===== src/fbdiv_params.svh =====
`ifndef FBDIV_PARAMS_SVH
`define FBDIV_PARAMS_SVH
// ***************************************
// register indices and byte addresses
// ***************************************
`define IDX_FB_CTL      8'h16
`define IDX_STAT_SEL    8'h17
`define IDX_DIV_STATE   8'h18
`define ADDR_FB_CTL     8'h58
`define ADDR_STAT_SEL   8'h5C
`define ADDR_DIV_STATE  8'h60
// ***************************************
// reset values
// ***************************************
`define RST_FB_CTL      8'h00
`define RST_STAT_SEL    8'h00
// ***************************************
// field positions
// ***************************************
`define BIT_RESET_AB    5
`define BIT_RESET_ALL   4
`define BIT_BYPASS      3
// ***************************************
// status select codes and bus response codes
// ***************************************
`define SEL_GROUND      6'h00
`define SEL_FB_OUT      6'h01
`define SEL_REF_OUT     6'h02
`define SEL_SWALLOW     6'h03
`define SEL_PRESCALE    6'h04
`define SEL_PD_UP       6'h05
`define SEL_PD_DOWN     6'h06
`define SEL_MON_GROUND  6'h20
`define SEL_MON_FIRST_REFERENCE_CLOCK    6'h21
`define RESP_OKAY       2'h0
`define RESP_SLVERR     2'h2
`endif


===== src/fbdiv_pkg.sv =====
package fbdiv_pkg;
   typedef enum logic [2:0] {
      P_DIV1  = 3'h0,
      P_DIV2  = 3'h1,
      P_DM23  = 3'h2,
      P_DM45  = 3'h3,
      P_DM89  = 3'h4,
      P_DM1617 = 3'h5,
      P_DM3233 = 3'h6,
      P_DIV3  = 3'h7
   } prescale_code_t;

   typedef struct packed {
      logic [1:0]     spare;
      logic           reset_ab;
      logic           reset_all;
      logic           bypass;
      prescale_code_t prescale;
   } fb_ctl_t;

   typedef struct packed {
      logic [5:0] sel;
      logic [1:0] spare;
   } stat_sel_t;
endpackage : fbdiv_pkg


===== src/pll_feedback_divider_status_select.sv =====
`timescale 1ns/10ps
`include "fbdiv_params.svh"
module pll_feedback_divider_status_select (
   input  wire logic                aclk,        // 100 MHz clock
   input  wire logic                aresetn,     // sync reset, low
   input  wire logic [7:0]          awaddr,      // write address
   input  wire logic                awvalid,     // write addr valid
   output logic                     awready,     // write addr ready
   input  wire logic [31:0]         wdata,       // write data
   input  wire logic [3:0]          wstrb,       // byte strobes
   input  wire logic                wvalid,      // write data valid
   output logic                     wready,      // write data ready
   output logic [1:0]               bresp,       // write response
   output logic                     bvalid,      // write resp valid
   input  wire logic                bready,      // write resp ready
   input  wire logic [7:0]          araddr,      // read address
   input  wire logic                arvalid,     // read addr valid
   output logic                     arready,     // read addr ready
   output logic [31:0]              rdata,       // read data
   output logic [1:0]               rresp,       // read response
   output logic                     rvalid,      // read data valid
   input  wire logic                rready,      // read data ready
   input  wire logic [5:0]          swallow_count, // A count
   input  wire logic [12:0]         b_count,     // B count
   input  wire logic [13:0]         r_count,     // reference divide
   input  wire logic                pd_up_pin,   // detector up
   input  wire logic                pd_down_pin, // detector down
   input  wire logic                first_reference_clock_pin,    // first ref clock
   input  wire logic                diff_ref_pin,// differential ref
   input  wire logic                diff_mode,   // differential select
   output fbdiv_pkg::fb_ctl_t       active_ctl,  // applied control
   output logic                     status_pin   // status output
);
   import fbdiv_pkg::*;

   // ***************************************
   // pin synchronisers
   // ***************************************
   logic [3:0] sync1;
   logic [3:0] sync2;
   always_ff @(posedge aclk) begin
      if (!aresetn) begin
         sync1 <= 4'h0;
         sync2 <= 4'h0;
      end else begin
         sync1 <= {pd_up_pin, pd_down_pin, first_reference_clock_pin, diff_ref_pin};
         sync2 <= sync1;
      end
   end

   // ***************************************
   // bus slave
   // ***************************************
   fb_ctl_t    ctl;
   stat_sel_t  sel_reg;
   logic       aw_held;
   logic       w_held;
   logic [7:0] aw_addr;
   logic [31:0] w_data;
   logic [3:0] w_strb;
   logic       do_write;
   logic       wr_hit;
   logic [31:0] next_rdata;
   logic       rd_hit;

   assign do_write = aw_held && w_held && !bvalid;
   assign wr_hit = (aw_addr == `ADDR_FB_CTL) || (aw_addr == `ADDR_STAT_SEL)
                   || (aw_addr == `ADDR_DIV_STATE);

   always_ff @(posedge aclk) begin
      if (!aresetn) begin
         aw_held <= 1'b0;
         awready <= 1'b0;
         aw_addr <= 8'h00;
      end else if (awvalid && awready) begin
         aw_held <= 1'b1;
         awready <= 1'b0;
         aw_addr <= awaddr;
      end else if (do_write) begin
         aw_held <= 1'b0;
      end else begin
         awready <= !aw_held && !bvalid;
      end
   end

   always_ff @(posedge aclk) begin
      if (!aresetn) begin
         w_held <= 1'b0;
         wready <= 1'b0;
         w_data <= 32'h0;
         w_strb <= 4'h0;
      end else if (wvalid && wready) begin
         w_held <= 1'b1;
         wready <= 1'b0;
         w_data <= wdata;
         w_strb <= wstrb;
      end else if (do_write) begin
         w_held <= 1'b0;
      end else begin
         wready <= !w_held && !bvalid;
      end
   end

   always_ff @(posedge aclk) begin
      if (!aresetn) begin
         bvalid <= 1'b0;
         bresp  <= `RESP_OKAY;
      end else if (do_write) begin
         bvalid <= 1'b1;
         bresp  <= wr_hit ? `RESP_OKAY : `RESP_SLVERR;
      end else if (bready) begin
         bvalid <= 1'b0;
      end
   end

   always_ff @(posedge aclk) begin
      if (!aresetn) begin
         ctl     <= fb_ctl_t'(`RST_FB_CTL);
         sel_reg <= stat_sel_t'(`RST_STAT_SEL);
      end else if (do_write && w_strb[0]) begin
         if (aw_addr == `ADDR_FB_CTL)
            ctl <= fb_ctl_t'(w_data[7:0]);
         if (aw_addr == `ADDR_STAT_SEL)
            sel_reg <= stat_sel_t'(w_data[7:0]);
      end
   end

   // ***************************************
   // divider core
   // ***************************************
   stat_sel_t  active_sel;
   logic [5:0] pre_cnt;
   logic [5:0] swallow_cnt;
   logic [12:0] b_cnt;
   logic [13:0] r_cnt;
   logic [5:0] base_mod;
   logic       dual;
   logic [5:0] period;
   logic       pre_tick;
   logic       b_last;
   logic       n_tick;
   logic       hold_all;
   logic       fb_out;
   logic       ref_out;
   logic       pre_out;
   logic       swallow_out;

   assign hold_all = active_ctl.reset_all || ctl.reset_all;

   always_comb begin
      dual = 1'b1;
      case (active_ctl.prescale)
         P_DIV1:   begin base_mod = 6'h01; dual = 1'b0; end
         P_DIV2:   begin base_mod = 6'h02; dual = 1'b0; end
         P_DIV3:   begin base_mod = 6'h03; dual = 1'b0; end
         P_DM23:   base_mod = 6'h02;
         P_DM45:   base_mod = 6'h04;
         P_DM89:   base_mod = 6'h08;
         P_DM1617: base_mod = 6'h10;
         P_DM3233: base_mod = 6'h20;
         default:  begin base_mod = 6'h01; dual = 1'b0; end
      endcase
   end

   // one extra count per prescaler cycle until A cycles are swallowed
   assign period = (dual && swallow_cnt != swallow_count)
                   ? base_mod + 6'h01 : base_mod;
   assign pre_tick = (pre_cnt >= period - 6'h01);
   // a zero B count is treated as one so the loop never stalls
   assign b_last = active_ctl.bypass || (b_cnt + 13'h0001 >= b_count);
   assign n_tick = pre_tick && b_last;

   always_ff @(posedge aclk) begin
      if (!aresetn || hold_all) begin
         pre_cnt <= 6'h00;
      end else if (pre_tick) begin
         pre_cnt <= 6'h00;
      end else begin
         pre_cnt <= pre_cnt + 6'h01;
      end
   end

   always_ff @(posedge aclk) begin
      if (!aresetn || hold_all) begin
         b_cnt       <= 13'h0000;
         swallow_cnt <= 6'h00;
      end else if (n_tick) begin
         b_cnt       <= 13'h0000;
         swallow_cnt <= 6'h00;
      end else if (pre_tick) begin
         b_cnt <= b_cnt + 13'h0001;
         if (dual && swallow_cnt != swallow_count)
            swallow_cnt <= swallow_cnt + 6'h01;
      end
   end

   always_ff @(posedge aclk) begin
      if (!aresetn || hold_all) begin
         r_cnt   <= 14'h0000;
         ref_out <= 1'b0;
      end else if (r_cnt + 14'h0001 >= r_count) begin
         r_cnt   <= 14'h0000;
         ref_out <= !ref_out;
      end else begin
         r_cnt <= r_cnt + 14'h0001;
      end
   end

   // outputs toggle so the status pin carries a divided clock
   always_ff @(posedge aclk) begin
      if (!aresetn || hold_all) begin
         fb_out      <= 1'b0;
         pre_out     <= 1'b0;
         swallow_out <= 1'b0;
      end else begin
         if (n_tick)
            fb_out <= !fb_out;
         if (pre_tick)
            pre_out <= !pre_out;
         if (pre_tick && dual && swallow_cnt + 6'h01 == swallow_count)
            swallow_out <= !swallow_out;
      end
   end

   // settings change on a feedback edge, or at once while reset_all is set, never otherwise mid-count
   always_ff @(posedge aclk) begin
      if (!aresetn) begin
         active_ctl <= fb_ctl_t'(`RST_FB_CTL);
         active_sel <= stat_sel_t'(`RST_STAT_SEL);
      end else if (n_tick || hold_all) begin
         active_ctl <= ctl;
         active_sel <= sel_reg;
      end
   end

   // ***************************************
   // status pin mux
   // ***************************************
   logic next_status;
   always_comb begin
      case (active_sel.sel)
         `SEL_FB_OUT:     next_status = fb_out;
         `SEL_REF_OUT:    next_status = ref_out;
         `SEL_SWALLOW:    next_status = swallow_out;
         `SEL_PRESCALE:   next_status = pre_out;
         `SEL_PD_UP:      next_status = sync2[3];
         `SEL_PD_DOWN:    next_status = sync2[2];
         `SEL_MON_FIRST_REFERENCE_CLOCK:   next_status = diff_mode ? sync2[0] : sync2[1];
         `SEL_MON_GROUND: next_status = 1'b0;
         default:         next_status = 1'b0;
      endcase
   end

   always_ff @(posedge aclk) begin
      if (!aresetn)
         status_pin <= 1'b0;
      else
         status_pin <= next_status;
   end

   // ***************************************
   // read channel
   // ***************************************
   always_comb begin
      rd_hit = 1'b1;
      case (araddr)
         `ADDR_FB_CTL:    next_rdata = {24'h0, ctl};
         `ADDR_STAT_SEL:  next_rdata = {24'h0, sel_reg};
         `ADDR_DIV_STATE: next_rdata = {20'h0, ref_out, fb_out,
                                        active_sel.sel, active_ctl.bypass,
                                        active_ctl.prescale};
         default: begin
            next_rdata = 32'h0;
            rd_hit     = 1'b0;
         end
      endcase
   end

   always_ff @(posedge aclk) begin
      if (!aresetn) begin
         arready <= 1'b0;
         rvalid  <= 1'b0;
         rdata   <= 32'h0;
         rresp   <= `RESP_OKAY;
      end else if (arvalid && arready) begin
         arready <= 1'b0;
         rvalid  <= 1'b1;
         rdata   <= next_rdata;
         rresp   <= rd_hit ? `RESP_OKAY : `RESP_SLVERR;
      end else if (rvalid && rready) begin
         rvalid <= 1'b0;
      end else begin
         arready <= !rvalid;
      end
   end
endmodule : pll_feedback_divider_status_select


===== config.mk =====
export PLATFORM = sky130hd
export DESIGN_NAME = pll_feedback_divider_status_select
export DESIGN_NICKNAME = d
export VERILOG_FILES = /design/src/fbdiv_pkg.sv /design/src/pll_feedback_divider_status_select.sv
export VERILOG_INCLUDE_DIRS = /design/src
export SDC_FILE = /design/constraint.sdc
export NUM_CORES = 1
export LEC_CHECK = 0
export BUFFER_PORTS_ARGS = -buffer_cell sky130_fd_sc_hd__clkbuf_2
export CORE_MARGIN = 1
export CORE_UTILIZATION = 40
export CTS_CLUSTER_DIAMETER = 100
export CTS_CLUSTER_SIZE = 14
export DETAILED_ROUTE_END_ITERATION = 7
export PLACE_DENSITY = 0.58
export SYNTH_ARGS = -nofsm -noshare
export SYNTH_HDL_FRONTEND = slang
export SYNTH_SLANG_ARGS = --single-unit
export TNS_END_PERCENT = 5

===== constraint.sdc =====
create_clock -name aclk -period 5.05 [get_ports aclk]
set_clock_uncertainty 0.05 [all_clocks]
set_input_delay 1.01 -clock aclk [delete_from_list [all_inputs] [get_ports aclk]]
set_output_delay 1.01 -clock aclk [all_outputs]
set_load 0.1 [all_outputs]

==> results of run 1 <==
-- layout make-up --
cell class              instances  area (µm²)
clock buffers                  18       429.2
clock inverters                13       172.7
fillers                      1486        7809
inverters                      34       127.6
multi-input cells             543        3538
flip-flops and latches        120        2402
well taps                     211       264.0
repair buffers                101       515.5
-- synth_stat cells, types with 19 or more instances --
master,n
dfxtp_1,120
nand2_1,115
nor2_1,48
ha_1,38
inv_1,33
mux2i_1,33
nor2b_1,29
xnor2_1,29
nand3_1,27
xor2_1,26
and2_1,22
buf_4,22
clkbuf_1,21
a21oi_1,19
-- power groups by stage --
stage | Sequential (mW) | Combinational, mW | Clock (mW)
2_1_floorplan | 1.03 | 0.162 | 0
3_3_place_gp | 1.00 | 0.219 | 0
3_5_place_dp | 1.00 | 0.224 | 0
4_1_cts | 0.981 | 0.225 | 1.26
5_1_grt | 0.984 | 0.242 | 1.30
6_report | 0.982 | 0.222 | 1.23
-- final timing paths --
check	start	endpoint	slack, ns	depth (start not counted)
worst min register to register	sync1[0]	sync2[0]	0.39	1
worst max-delay path	swallow_count[4]	swallow_cnt[5]	0.73	16
worst min-delay path	sync1[0]	sync2[0]	0.39	1
worst max register to register	swallow_cnt[4]	swallow_cnt[5]	1.00	15
-- kinds of logic (layout without fill, tap and decap cells) --
| group | after synthesis | count (layout) | synth area share, % |
|---|---|---|---|
| AOI/OAI and AO/OA | 103 | 103 | 11.86 |
| xor gates and xnor gates | 55 | 55 | 7.674 |
| adders and majority gates | 38 | 38 | 7.574 |
| buffers and inverters | 85 | 166 | 6.618 |
| DFF | 120 | 120 | 38.27 |
| muxes | 33 | 33 | 5.262 |
| other | 1 | 22 | 0.05974 |
| and+or+nand+nor | 292 | 292 | 22.68 |
-- metal layers --
metal | up-vias | wire (µm)
met1 | 2316 | 6145
met5 | - | 0
li1 | 2598 | -
met4 | 0 | 177
met3 | 14 | 412
met2 | 112 | 6470
==> results by group, run 1 <==
Setup path
  – WS Path Type: input port to flip-flop
  – CP max stage cell: or4_1
  – CP Launch Type: input port
  – Largest delay share family, worst path: simple AND/OR/NAND/NOR gates
  – CP Cell Sequence: clkbuf_2, xnor2_1, nand4b_1, nor3_2, inv_2, a221oi_1, ha_1, nand2_1, nand2_1, a21oi_1, ha_1, nand2_1, o31a_2, or4_1, xor2_1, nor2_1
  – Crit path top cell by count: nand2_1
  – Data required, critical path: 5.30 ns
  – Worst setup EP type: flip-flop
  – Slowest cell delay on critical path: 0.57 ns
  – Crit-path max FO: 16
  – CP Buf/Inv Count: 2
  – Critical path arrival: 4.57 ns

STA
  – Worst-Margin Slew: 0.6978 ns
  – RSZ-0062 raised after global routing: false
  – Fin worst setup slack: 0.7317 ns
  – Min Tclk post-route: 4.318 ns
  – Max Slew Vio Count: 0
  – Final Hold Fails: 0
  – Relative slew slack: 53.27%
  – Fmax: 231.6 MHz
  – Final worst path period share: 85.51%
  – Min Hold Slack: 0.3886 ns
  – Setup tns final: 0 ns
  – Final setup vio count: 0

Detailed routing
  – Antenna viol nets, final: 0
  – DR vias/cell: 4.846
  – Via Count: 5040
  – Post-DR wirelength/cell: 12.70 µm
  – DRC violations left: 0
  – 1st-iter DRT viols: 324
  – DRT Pass-1 Iters: 5
  – Drt total wl: 13210 µm

Global route
  – First-pass GRT wire length: 22310 µm
  – Vias in the first global route: 4909
  – Largest net degree at the start of global routing: 91
  – Busiest grt layer: met2
  – Initial antenna violation count: 0
  – GRT Util Overall: 17.26%
  – Met3 Use GR: 3.392%
  – Total gr overflow: 0
  – Met1 usage: 20.28%
  – GRT met2 Usage: 30.54%

Die
  – Initial core utilization: 41.14%
  – CORE AREA: 15260 µm²
  – Die height: 127.3 µm
  – Die Area: 16200 µm²
  – Die extent in x: 127.3 µm
  – # rows: 45
  – Top Ports: 147

Final layout
  – Share of cells above drive strength 1: 16.89%
  – Final #Nets: 952
  – Final instance area: 7450 µm²
  – Commonest cells after routing, fill and taps aside: 120 x dfxtp_1, 115 x nand2_1, 97 x clkbuf_2
  – Largest registers: r_cnt (14), b_cnt (13), rdata (12)
  – Final core occ: 48.82%
  – Largest reg by FF count: r_cnt
  – Commonest non-fill, non-tap cell in the layout: dfxtp_1
  – Max reg flops: 14
  – Final cell count without fillers: 1040
  – # diodes: 0
  – P&R area growth vs syn: 18.68%

Power and ir drop
  – Pwr Total: 2.430 mW
  – Switching power of the nets: 624.5 µW
  – P per Cell Area: 326.2 nW/µm²
  – Pint: 1.806 mW
  – Worst vdd ir: 0.2922 mV
  – Sequential share of power: 40.4%
  – Net Sw Frac: 25.70%
  – Gate power share: 9.1%
  – Power share of the clock group: 50.5%
  – Leak: 3.362 nW

Placement
  – Placed Cells: 1009
  – RD Place Congestion: 0.8124
  – Setup slack after placement: 0.3725 ns
  – Placed inst area: 6848 µm²
  – Dpl hpwl: 9856 µm
  – Port buffer count: 97

Clock tree
  – CTS-repair resized insts: 0
  – Clk buf depth: 2
  – CTS tree: yes
  – Clk root buf: clkbuf_16
  – H-tree depth: 4
  – Clock sink total: 120
  – Clock buffer count from CTS: 17
  – Clock transition at path regs: 0.05 ns
  – Post-CTS setup buffers: 0
  – Hold Buf Count CTS: 0
  – Clk_lat worst skew: 0.41 ns

Hold path
  – Hold Path Class: flip-flop to flip-flop

Logic synthesis
  – Post-synth EDFFs: 0
  – Synth Register Bits: 120
  – Synth area leader: dfxtp_1
  – Netlist cell types: 59
  – Synthesized area per cell: 8.634 µm²
  – Cell Area, Synth: 6277 µm²
  – Synth Flop Type: dfxtp_1
  – Area contributors post-synth: dfxtp_1 38%, ha_1 7.6%, nand2_1 6.9%
  – Post-synth top area share: 38.27%
  – Asr flop ratio synth: 0%
  – Mapped Cells: 727
  – YS warnings: 0
  – Sequential share of the synthesized area: 38.27%

Run
  – MaxCap Viol Count: 0

Outcome
  – Status: complete, no violations
(Power assumes the default switching activity.)
==> run 2: changes to the inputs <==
--- a/config.mk
+++ b/config.mk
@@ -12,7 +12,7 @@
 export CTS_CLUSTER_DIAMETER = 100
 export CTS_CLUSTER_SIZE = 14
 export DETAILED_ROUTE_END_ITERATION = 7
-export PLACE_DENSITY = 0.58
+export PLACE_DENSITY = 0.62
 export SYNTH_ARGS = -nofsm -noshare
 export SYNTH_HDL_FRONTEND = slang
 export SYNTH_SLANG_ARGS = --single-unit
==> run 2 against run 1 <==
Compared with the run above: flip-flop and latch count unchanged; final cell count about the same; cell area unchanged; sequential power about the same; clock-buffer cell count up 4; first-iteration DRC count down 29%; clock power about the same.
==> results by group, run 2 (synthesis gave the netlist of run 1 again) <==
Setup path
  – Data required, critical path: 5.30 ns (about the same)
  – Critical path arrival: 4.31 ns (-0.26 ns)
  – Crit path top cell by count: nand2_1
  – Crit-path max FO: 16 (unchanged)
  – Slowest cell delay on critical path: 0.56 ns (about the same)
  – CP max stage cell: or4_1
  – CP Launch Type: input port
  – Largest delay share family, worst path: simple AND/OR/NAND/NOR gates
  – WS Path Type: input port to flip-flop
  – CP Buf/Inv Count: 2 (unchanged)
  – CP Cell Sequence: clkbuf_2, xnor2_1, nand4b_1, nor3_2, inv_2, a221oi_1, ha_1, nand2_1, nand2_1, a21oi_1, ha_1, nand2_1, o31a_2, or4_1, xor2_1, nor2_1
  – Worst setup EP type: flip-flop

STA
  – Fmax: 246.0 MHz (+6.2%)
  – RSZ-0062 raised after global routing: false
  – Min Tclk post-route: 4.065 ns (-0.2535 ns)
  – Final worst path period share: 80.49% (-5.0 points)
  – Setup tns final: 0 ns (unchanged)
  – Relative slew slack: 50.11% (-3.2 points)
  – Worst-Margin Slew: 0.7483 ns (+0.05050 ns)
  – Final Hold Fails: 0 (unchanged)
  – Final setup vio count: 0 (unchanged)
  – Max Slew Vio Count: 0 (unchanged)
  – Fin worst setup slack: 0.9852 ns (+0.2535 ns)

Clock tree
  – Hold Buf Count CTS: 0 (unchanged)
  – H-tree depth: 4 (unchanged)
  – Clk buf depth: 2 (unchanged)
  – Clk_lat worst skew: 0.42 ns (about the same)
  – CTS-repair resized insts: 0 (unchanged)
  – Clk root buf: clkbuf_16
  – Clock transition at path regs: 0.05 ns (about the same)
  – Clock buffer count from CTS: 17 (unchanged)
  – Post-CTS setup buffers: 0 (unchanged)
  – Clock sink total: 120 (unchanged)
  – CTS tree: yes

Die
  – Top Ports: 147 (unchanged)
  – Initial core utilization: 41.14% (unchanged)
  – Die height: 127.3 µm (unchanged)
  – # rows: 45 (unchanged)
  – Die Area: 16200 µm² (unchanged)
  – CORE AREA: 15260 µm² (unchanged)
  – Die extent in x: 127.3 µm (unchanged)

Power and ir drop
  – Worst vdd ir: 0.2349 mV (-20%)
  – P per Cell Area: 324.6 nW/µm² (-0.48%)
  – Pint: 1.833 mW (+1.5%)
  – Pwr Total: 2.419 mW (-0.48%)
  – Sequential share of power: 40.6% (+0.2 points)
  – Leak: 3.364 nW (about the same)
  – Net Sw Frac: 24.22% (-1.5 points)
  – Switching power of the nets: 585.7 µW (-6.2%)
  – Gate power share: 9.2% (about the same)
  – Power share of the clock group: 50.2% (-0.3 points)

Final layout
  – Largest reg by FF count: r_cnt
  – Share of cells above drive strength 1: 16.67% (-0.22 points)
  – Max reg flops: 14 (unchanged)
  – Largest registers: r_cnt (14), b_cnt (13), rdata (12)
  – Fillers: 1517 (+2.1%)
  – Commonest non-fill, non-tap cell in the layout: dfxtp_1
  – Final #Nets: 953 (+0.11%)
  – # diodes: 0 (unchanged)
  – Commonest cells after routing, fill and taps aside: 120 x dfxtp_1, 115 x nand2_1, 97 x clkbuf_2
  – P&R area growth vs syn: 18.68% (unchanged)

Detailed routing
  – Highest routing layer actually used: met4
  – DRT Pass-1 Iters: 5 (unchanged)
  – DR vias/cell: 4.769 (-1.6%)
  – Met3 routed WL: 418 µm (+1.5%)
  – Detailed-routing wirelength on met1: 6080 µm (-1.1%)
  – Metal2 WL: 5832 µm (-9.9%)
  – 1st-iter DRT viols: 231 (-29%)
  – Drt total wl: 12670 µm (-4.1%)
  – Antenna viol nets, final: 0 (unchanged)
  – DRC violations left: 0 (unchanged)
  – Post-DR wirelength/cell: 12.19 µm (-4.0%)
  – Via Count: 4955 (-1.7%)

Hold path
  – Hold Path Class: flip-flop to flip-flop

Placement
  – Setup slack after placement: 0.5878 ns (+0.2153 ns)
  – Dpl hpwl: 9359 µm (-5.0%)
  – Port buffer count: 97 (unchanged)
  – RD Place Congestion: 0.7932 (-2.4%)

Run
  – MaxCap Viol Count: 0 (unchanged)

Global route
  – Largest net degree at the start of global routing: 91 (unchanged)
  – GRT Util Overall: 16.51% (-0.75 points)
  – Initial antenna violation count: 0 (unchanged)
  – First-pass GRT wire length: 20960 µm (-6.1%)
  – Vias in the first global route: 4474 (-8.9%)
  – Total gr overflow: 0 (unchanged)

Outcome
  – Status: complete, no violations
[run 2: changes by cell type in the layout (fill, tap and decap cells not counted), sizes merged]
| cell | change |
|---|---|
| buf | +1 |
| clkbuf | +4 |
| clkinv | -3 |
| inv | -3 |
[run 2: stage by stage]
step                      hold WS [ns]  instance area, µm²  util [%]  std cells
after floorplan                 0.3619                6356         -        748
after global placement          0.3636                6855     44.93       1010
after detailed placement        0.3695                6855     44.93       1010
after CTS                       0.3847                7450     48.82       1039
after global routing            0.4025                7450     48.82       1039
final                           0.3827                7450     48.82       1039
[run 2: layout make-up]
class                           instances  area (µm²)  area share (%)
Sequential cell                       120        2402           32.25
Inverter                               34       127.6           1.713
Clock inverter                          7       120.1           1.612
Tap cell                              211       264.0           3.544
Timing Repair Buffer                  102       523.0           7.021
Multi-Input combinational cell        543        3538           47.50
Clock buffer                           22       474.2           6.365
[run 2: worst register-to-register path: stages, from the launching register on]
cell      delay, ns
dfxtp_1        0.37
xnor2_1        0.28
nand4b_1       0.15
nor3_2         0.25
inv_2          0.08
a221oi_1       0.40
ha_1           0.31
nand2_1        0.07
nand2_1        0.08
a21oi_1        0.06
ha_1           0.29
nand2_1        0.08
o31a_2         0.44
or4_1          0.56
xor2_1         0.16
nor2_1         0.06
[run 2: worst paths after layout]
path | endpoint | slack, ns | cells past startpoint | startpoint
max | swallow_cnt[5] | 0.99 | 16 | swallow_count[4]
min | sync2[1] | 0.38 | 1 | sync1[1]
max reg2reg | swallow_cnt[5] | 1.24 | 15 | swallow_cnt[4]
min reg2reg | sync2[1] | 0.38 | 1 | sync1[1]
[run 2: per-layer routing]
layer | track usage, % | vias up
li1 | - | 2605
met1 | 20.50 | 2236
met2 | 26.81 | 92
met3 | 3.601 | 22
met4 | 8.754 | 0
met5 | 0 | -
[run 2: power groups by stage]
stage	registers, mW	logic [mW]	clock network (mW)
CTS	0.982	0.225	1.24
finish	0.982	0.221	1.22
global route	0.984	0.242	1.28
global placement	1.00	0.223	0
floorplan	1.03	0.162	0
detailed placement	1.00	0.224	0
==> run 3: changes to the inputs <==
--- a/config.mk
+++ b/config.mk
@@ -12,7 +12,7 @@
 export CTS_CLUSTER_DIAMETER = 100
 export CTS_CLUSTER_SIZE = 14
 export DETAILED_ROUTE_END_ITERATION = 7
-export PLACE_DENSITY = 0.62
+export PLACE_DENSITY = 0.65
 export SYNTH_ARGS = -nofsm -noshare
 export SYNTH_HDL_FRONTEND = slang
 export SYNTH_SLANG_ARGS = --single-unit
==> constraint.sdc (replaced) <==
create_clock -name aclk -period 3.7 [get_ports aclk]
set_clock_uncertainty 0.05 [all_clocks]
set_input_delay 0.74 -clock aclk [delete_from_list [all_inputs] [get_ports aclk]]
set_output_delay 0.74 -clock aclk [all_outputs]
set_load 0.1 [all_outputs]
==> run 3 against run 2 <==
Compared with the run above: clock power rose by 48%; die area stayed put; clock-buffer cell count stayed put; worst setup slack got worse by 0.77 ns; first-iteration DRC count rose by 16%; power increased by 43%.
==> results by group, run 3 (synthesis gave the netlist of run 1 again) <==
Placement
  – Dpl hpwl: 9691 µm (+3.5%)
  – Port buffer count: 97 (unchanged)
  – Placed inst area: 7033 µm² (+2.6%)
  – RD Place Congestion: 0.7488 (-5.6%)

Power and ir drop
  – Pint: 2.664 mW (+45%)
  – P per Cell Area: 449.9 nW/µm² (+39%)
  – Switching power of the nets: 801.1 µW (+37%)
  – Sequential share of power: 38.7% (-1.9 points)
  – Pwr Total: 3.465 mW (+43%)
  – Gate power share: 9.0% (-0.2 points)
  – Power share of the clock group: 52.3% (+2.1 points)
  – Worst vdd ir: 0.3474 mV (+48%)
  – Net Sw Frac: 23.12% (-1.1 points)
  – Leak: 3.515 nW (+4.5%)

Final layout
  – Max reg flops: 14 (unchanged)
  – Largest reg by FF count: r_cnt
  – Commonest cells after routing, fill and taps aside: 118 x dfxtp_1, 115 x nand2_1, 97 x clkbuf_2
  – Final #Nets: 972 (+2.0%)
  – Largest registers: r_cnt (14), b_cnt (13), rdata (12)
  – Commonest non-fill, non-tap cell in the layout: dfxtp_1
  – Final instance area: 7702 µm² (+3.4%)
  – P&R area growth vs syn: 22.70%
  – # diodes: 0 (unchanged)
  – Share of cells above drive strength 1: 19.46% (+2.8 points)

Global route
  – Initial antenna violation count: 0 (unchanged)
  – GRT Util Overall: 16.83% (+0.32 points)
  – Vias in the first global route: 4620 (+3.3%)
  – First-pass GRT wire length: 21650 µm (+3.3%)
  – Largest net degree at the start of global routing: 53 (-42%)
  – Total gr overflow: 0 (unchanged)

Die
  – Die extent in x: 127.3 µm (unchanged)
  – # rows: 45 (unchanged)
  – CORE AREA: 15260 µm² (unchanged)
  – Initial core utilization: 41.14% (unchanged)
  – Die Area: 16200 µm² (unchanged)
  – Top Ports: 147 (unchanged)
  – Die height: 127.3 µm (unchanged)

Clock tree
  – Clk buf depth: 2 (unchanged)
  – Clk root buf: clkbuf_16
  – Clk_lat worst skew: 0.41 ns (about the same)
  – CTS tree: yes
  – H-tree depth: 4 (unchanged)
  – Hold Buf Count CTS: 0 (unchanged)
  – Clock transition at path regs: 0.05 ns (about the same)
  – Clock buffer count from CTS: 17 (unchanged)
  – Clock sink total: 120 (unchanged)

STA
  – Relative slew slack: 50.44% (+0.33 points)
  – Fmax: 287.0 MHz
  – RSZ-0062 raised after global routing: false
  – Final worst path period share: 94.17%
  – Final setup vio count: 0 (unchanged)
  – Max Slew Vio Count: 0 (unchanged)
  – Worst-Margin Slew: 0.7402 ns (-0.008158 ns)
  – Final Hold Fails: 0 (unchanged)
  – Min Tclk post-route: 3.484 ns
  – Min Hold Slack: 0.3801 ns (-0.002636 ns)

Outcome
  – Status: complete, no violations

Setup path
  – Crit-path max FO: 7 (-9)
  – Cells on worst reg2reg path: 15 (unchanged)
  – Data required, critical path: 3.95 ns (-1.35 ns)
  – Worst setup EP type: flip-flop
  – Reg2Reg Setup Slack: 0.29 ns (-0.95 ns)
  – Reg-to-Reg Start: swallow_cnt[5]
  – CP Launch Type: input port
  – WS Path Type: input port to flip-flop
  – Worst R2R End: swallow_cnt[5]
  – Critical path arrival: 3.73 ns (-0.58 ns)

Detailed routing
  – Via Count: 5038 (+1.7%)
  – Drt total wl: 13120 µm (+3.5%)
  – Metal2 WL: 6172 µm (+5.8%)
  – 1st-iter DRT viols: 267 (+16%)
  – Met3 routed WL: 551 µm (+32%)
  – Highest routing layer actually used: met4
  – DR vias/cell: 4.757 (-0.25%)
  – DRC violations left: 0 (unchanged)
  – DRT Pass-1 Iters: 5 (unchanged)
  – Antenna viol nets, final: 0 (unchanged)
  – Post-DR wirelength/cell: 12.39 µm (+1.6%)
  – Detailed-routing wirelength on met1: 6226 µm (+2.4%)

Run
  – MaxCap Viol Count: 0 (unchanged)

Hold path
  – Hold Path Class: flip-flop to flip-flop
  – End of the worst hold path: sync2[1]
  – Worst Hold Launch: sync1[1]
  – Hold Path Cell Cnt: 1 (unchanged)
## run 3: cell types whose count changed in the layout (fill, tap and decap cells not counted), moves of 2 or more
| cell | previous run | this run |
|---|---|---|
| clkinv_4 | 2 | 0 |
| dfxtp_2 | 0 | 2 |
| xnor2_2 | 0 | 2 |
| dfxtp_1 | 120 | 118 |
| buf_4 | 5 | 23 |
| bufinv_16 | 3 | 5 |
| xnor2_1 | 29 | 27 |
## run 3: area by class of cell
type	instances	area (µm²)
Timing Repair Buffer	121	678.2
Multi-Input combinational cell	543	3576
Fill cell	1488	7556
Sequential cell	120	2405
Clock buffer	22	484.2
Clock inverter	8	167.7
Tap cell	211	264.0
Inverter	34	127.6
## run 3: worst max-delay path by stage
stage                      to  slack [ns]             start
2_1_floorplan  swallow_cnt[5]       -0.01  swallow_count[5]
3_3_place_gp   swallow_cnt[5]       -0.20  swallow_count[4]
3_5_place_dp    active_ctl[7]       -0.24  swallow_count[5]
4_1_cts         active_ctl[7]        0.13    swallow_cnt[4]
5_1_grt        swallow_cnt[5]     0.00009  swallow_count[5]
6_report       swallow_cnt[5]        0.22  swallow_count[5]
## run 3: through the flow
step / utilization (%) / setup TNS [ns] / std cells / setup slack [ns]
floorplan: - / -0.01229 / 748 / -0.01229
global placement: 46.09 / -5.579 / 1029 / -0.2004
detailed placement: 46.09 / -7.574 / 1029 / -0.2406
CTS: 50.36 / 0 / 1059 / 0.1268
global route: 50.48 / 0 / 1059 / 0.00009459
finish: 50.48 / 0 / 1059 / 0.2156
## run 3: repair_timing
action,in CTS,in global routing
gates resized for setup,0,4
endpoints found under the setup margin,0,34
setup buffers,0,0
## run 3: critical path: stages
cell and delay (ns):
clkbuf_2 0.08, xor2_1 0.14, nand4b_1 0.22, nor3_4 0.23, nand2_1 0.10, a221oi_2 0.29
ha_2 0.28, nand2_1 0.06, nand2_1 0.08, a21oi_1 0.06, ha_1 0.29, nand2_1 0.09
o31a_4 0.33, or4_1 0.53, xor2_1 0.15, nor2_1 0.05
## run 3: routing by layer
metal  vias up  track usage [%]
met5         -                0
met4         0            5.742
met3        15            4.397
met2        96            28.35
met1      2290            20.80
li1       2637                -
## run 3: power by group through the flow
stage	sequential, mW	combinational [mW]	clock [mW]
after floorplan	1.40	0.221	0
after global placement	1.37	0.311	0
after detailed placement	1.37	0.313	0
after CTS	1.34	0.314	1.85
after global routing	1.34	0.337	1.91
final	1.34	0.312	1.81
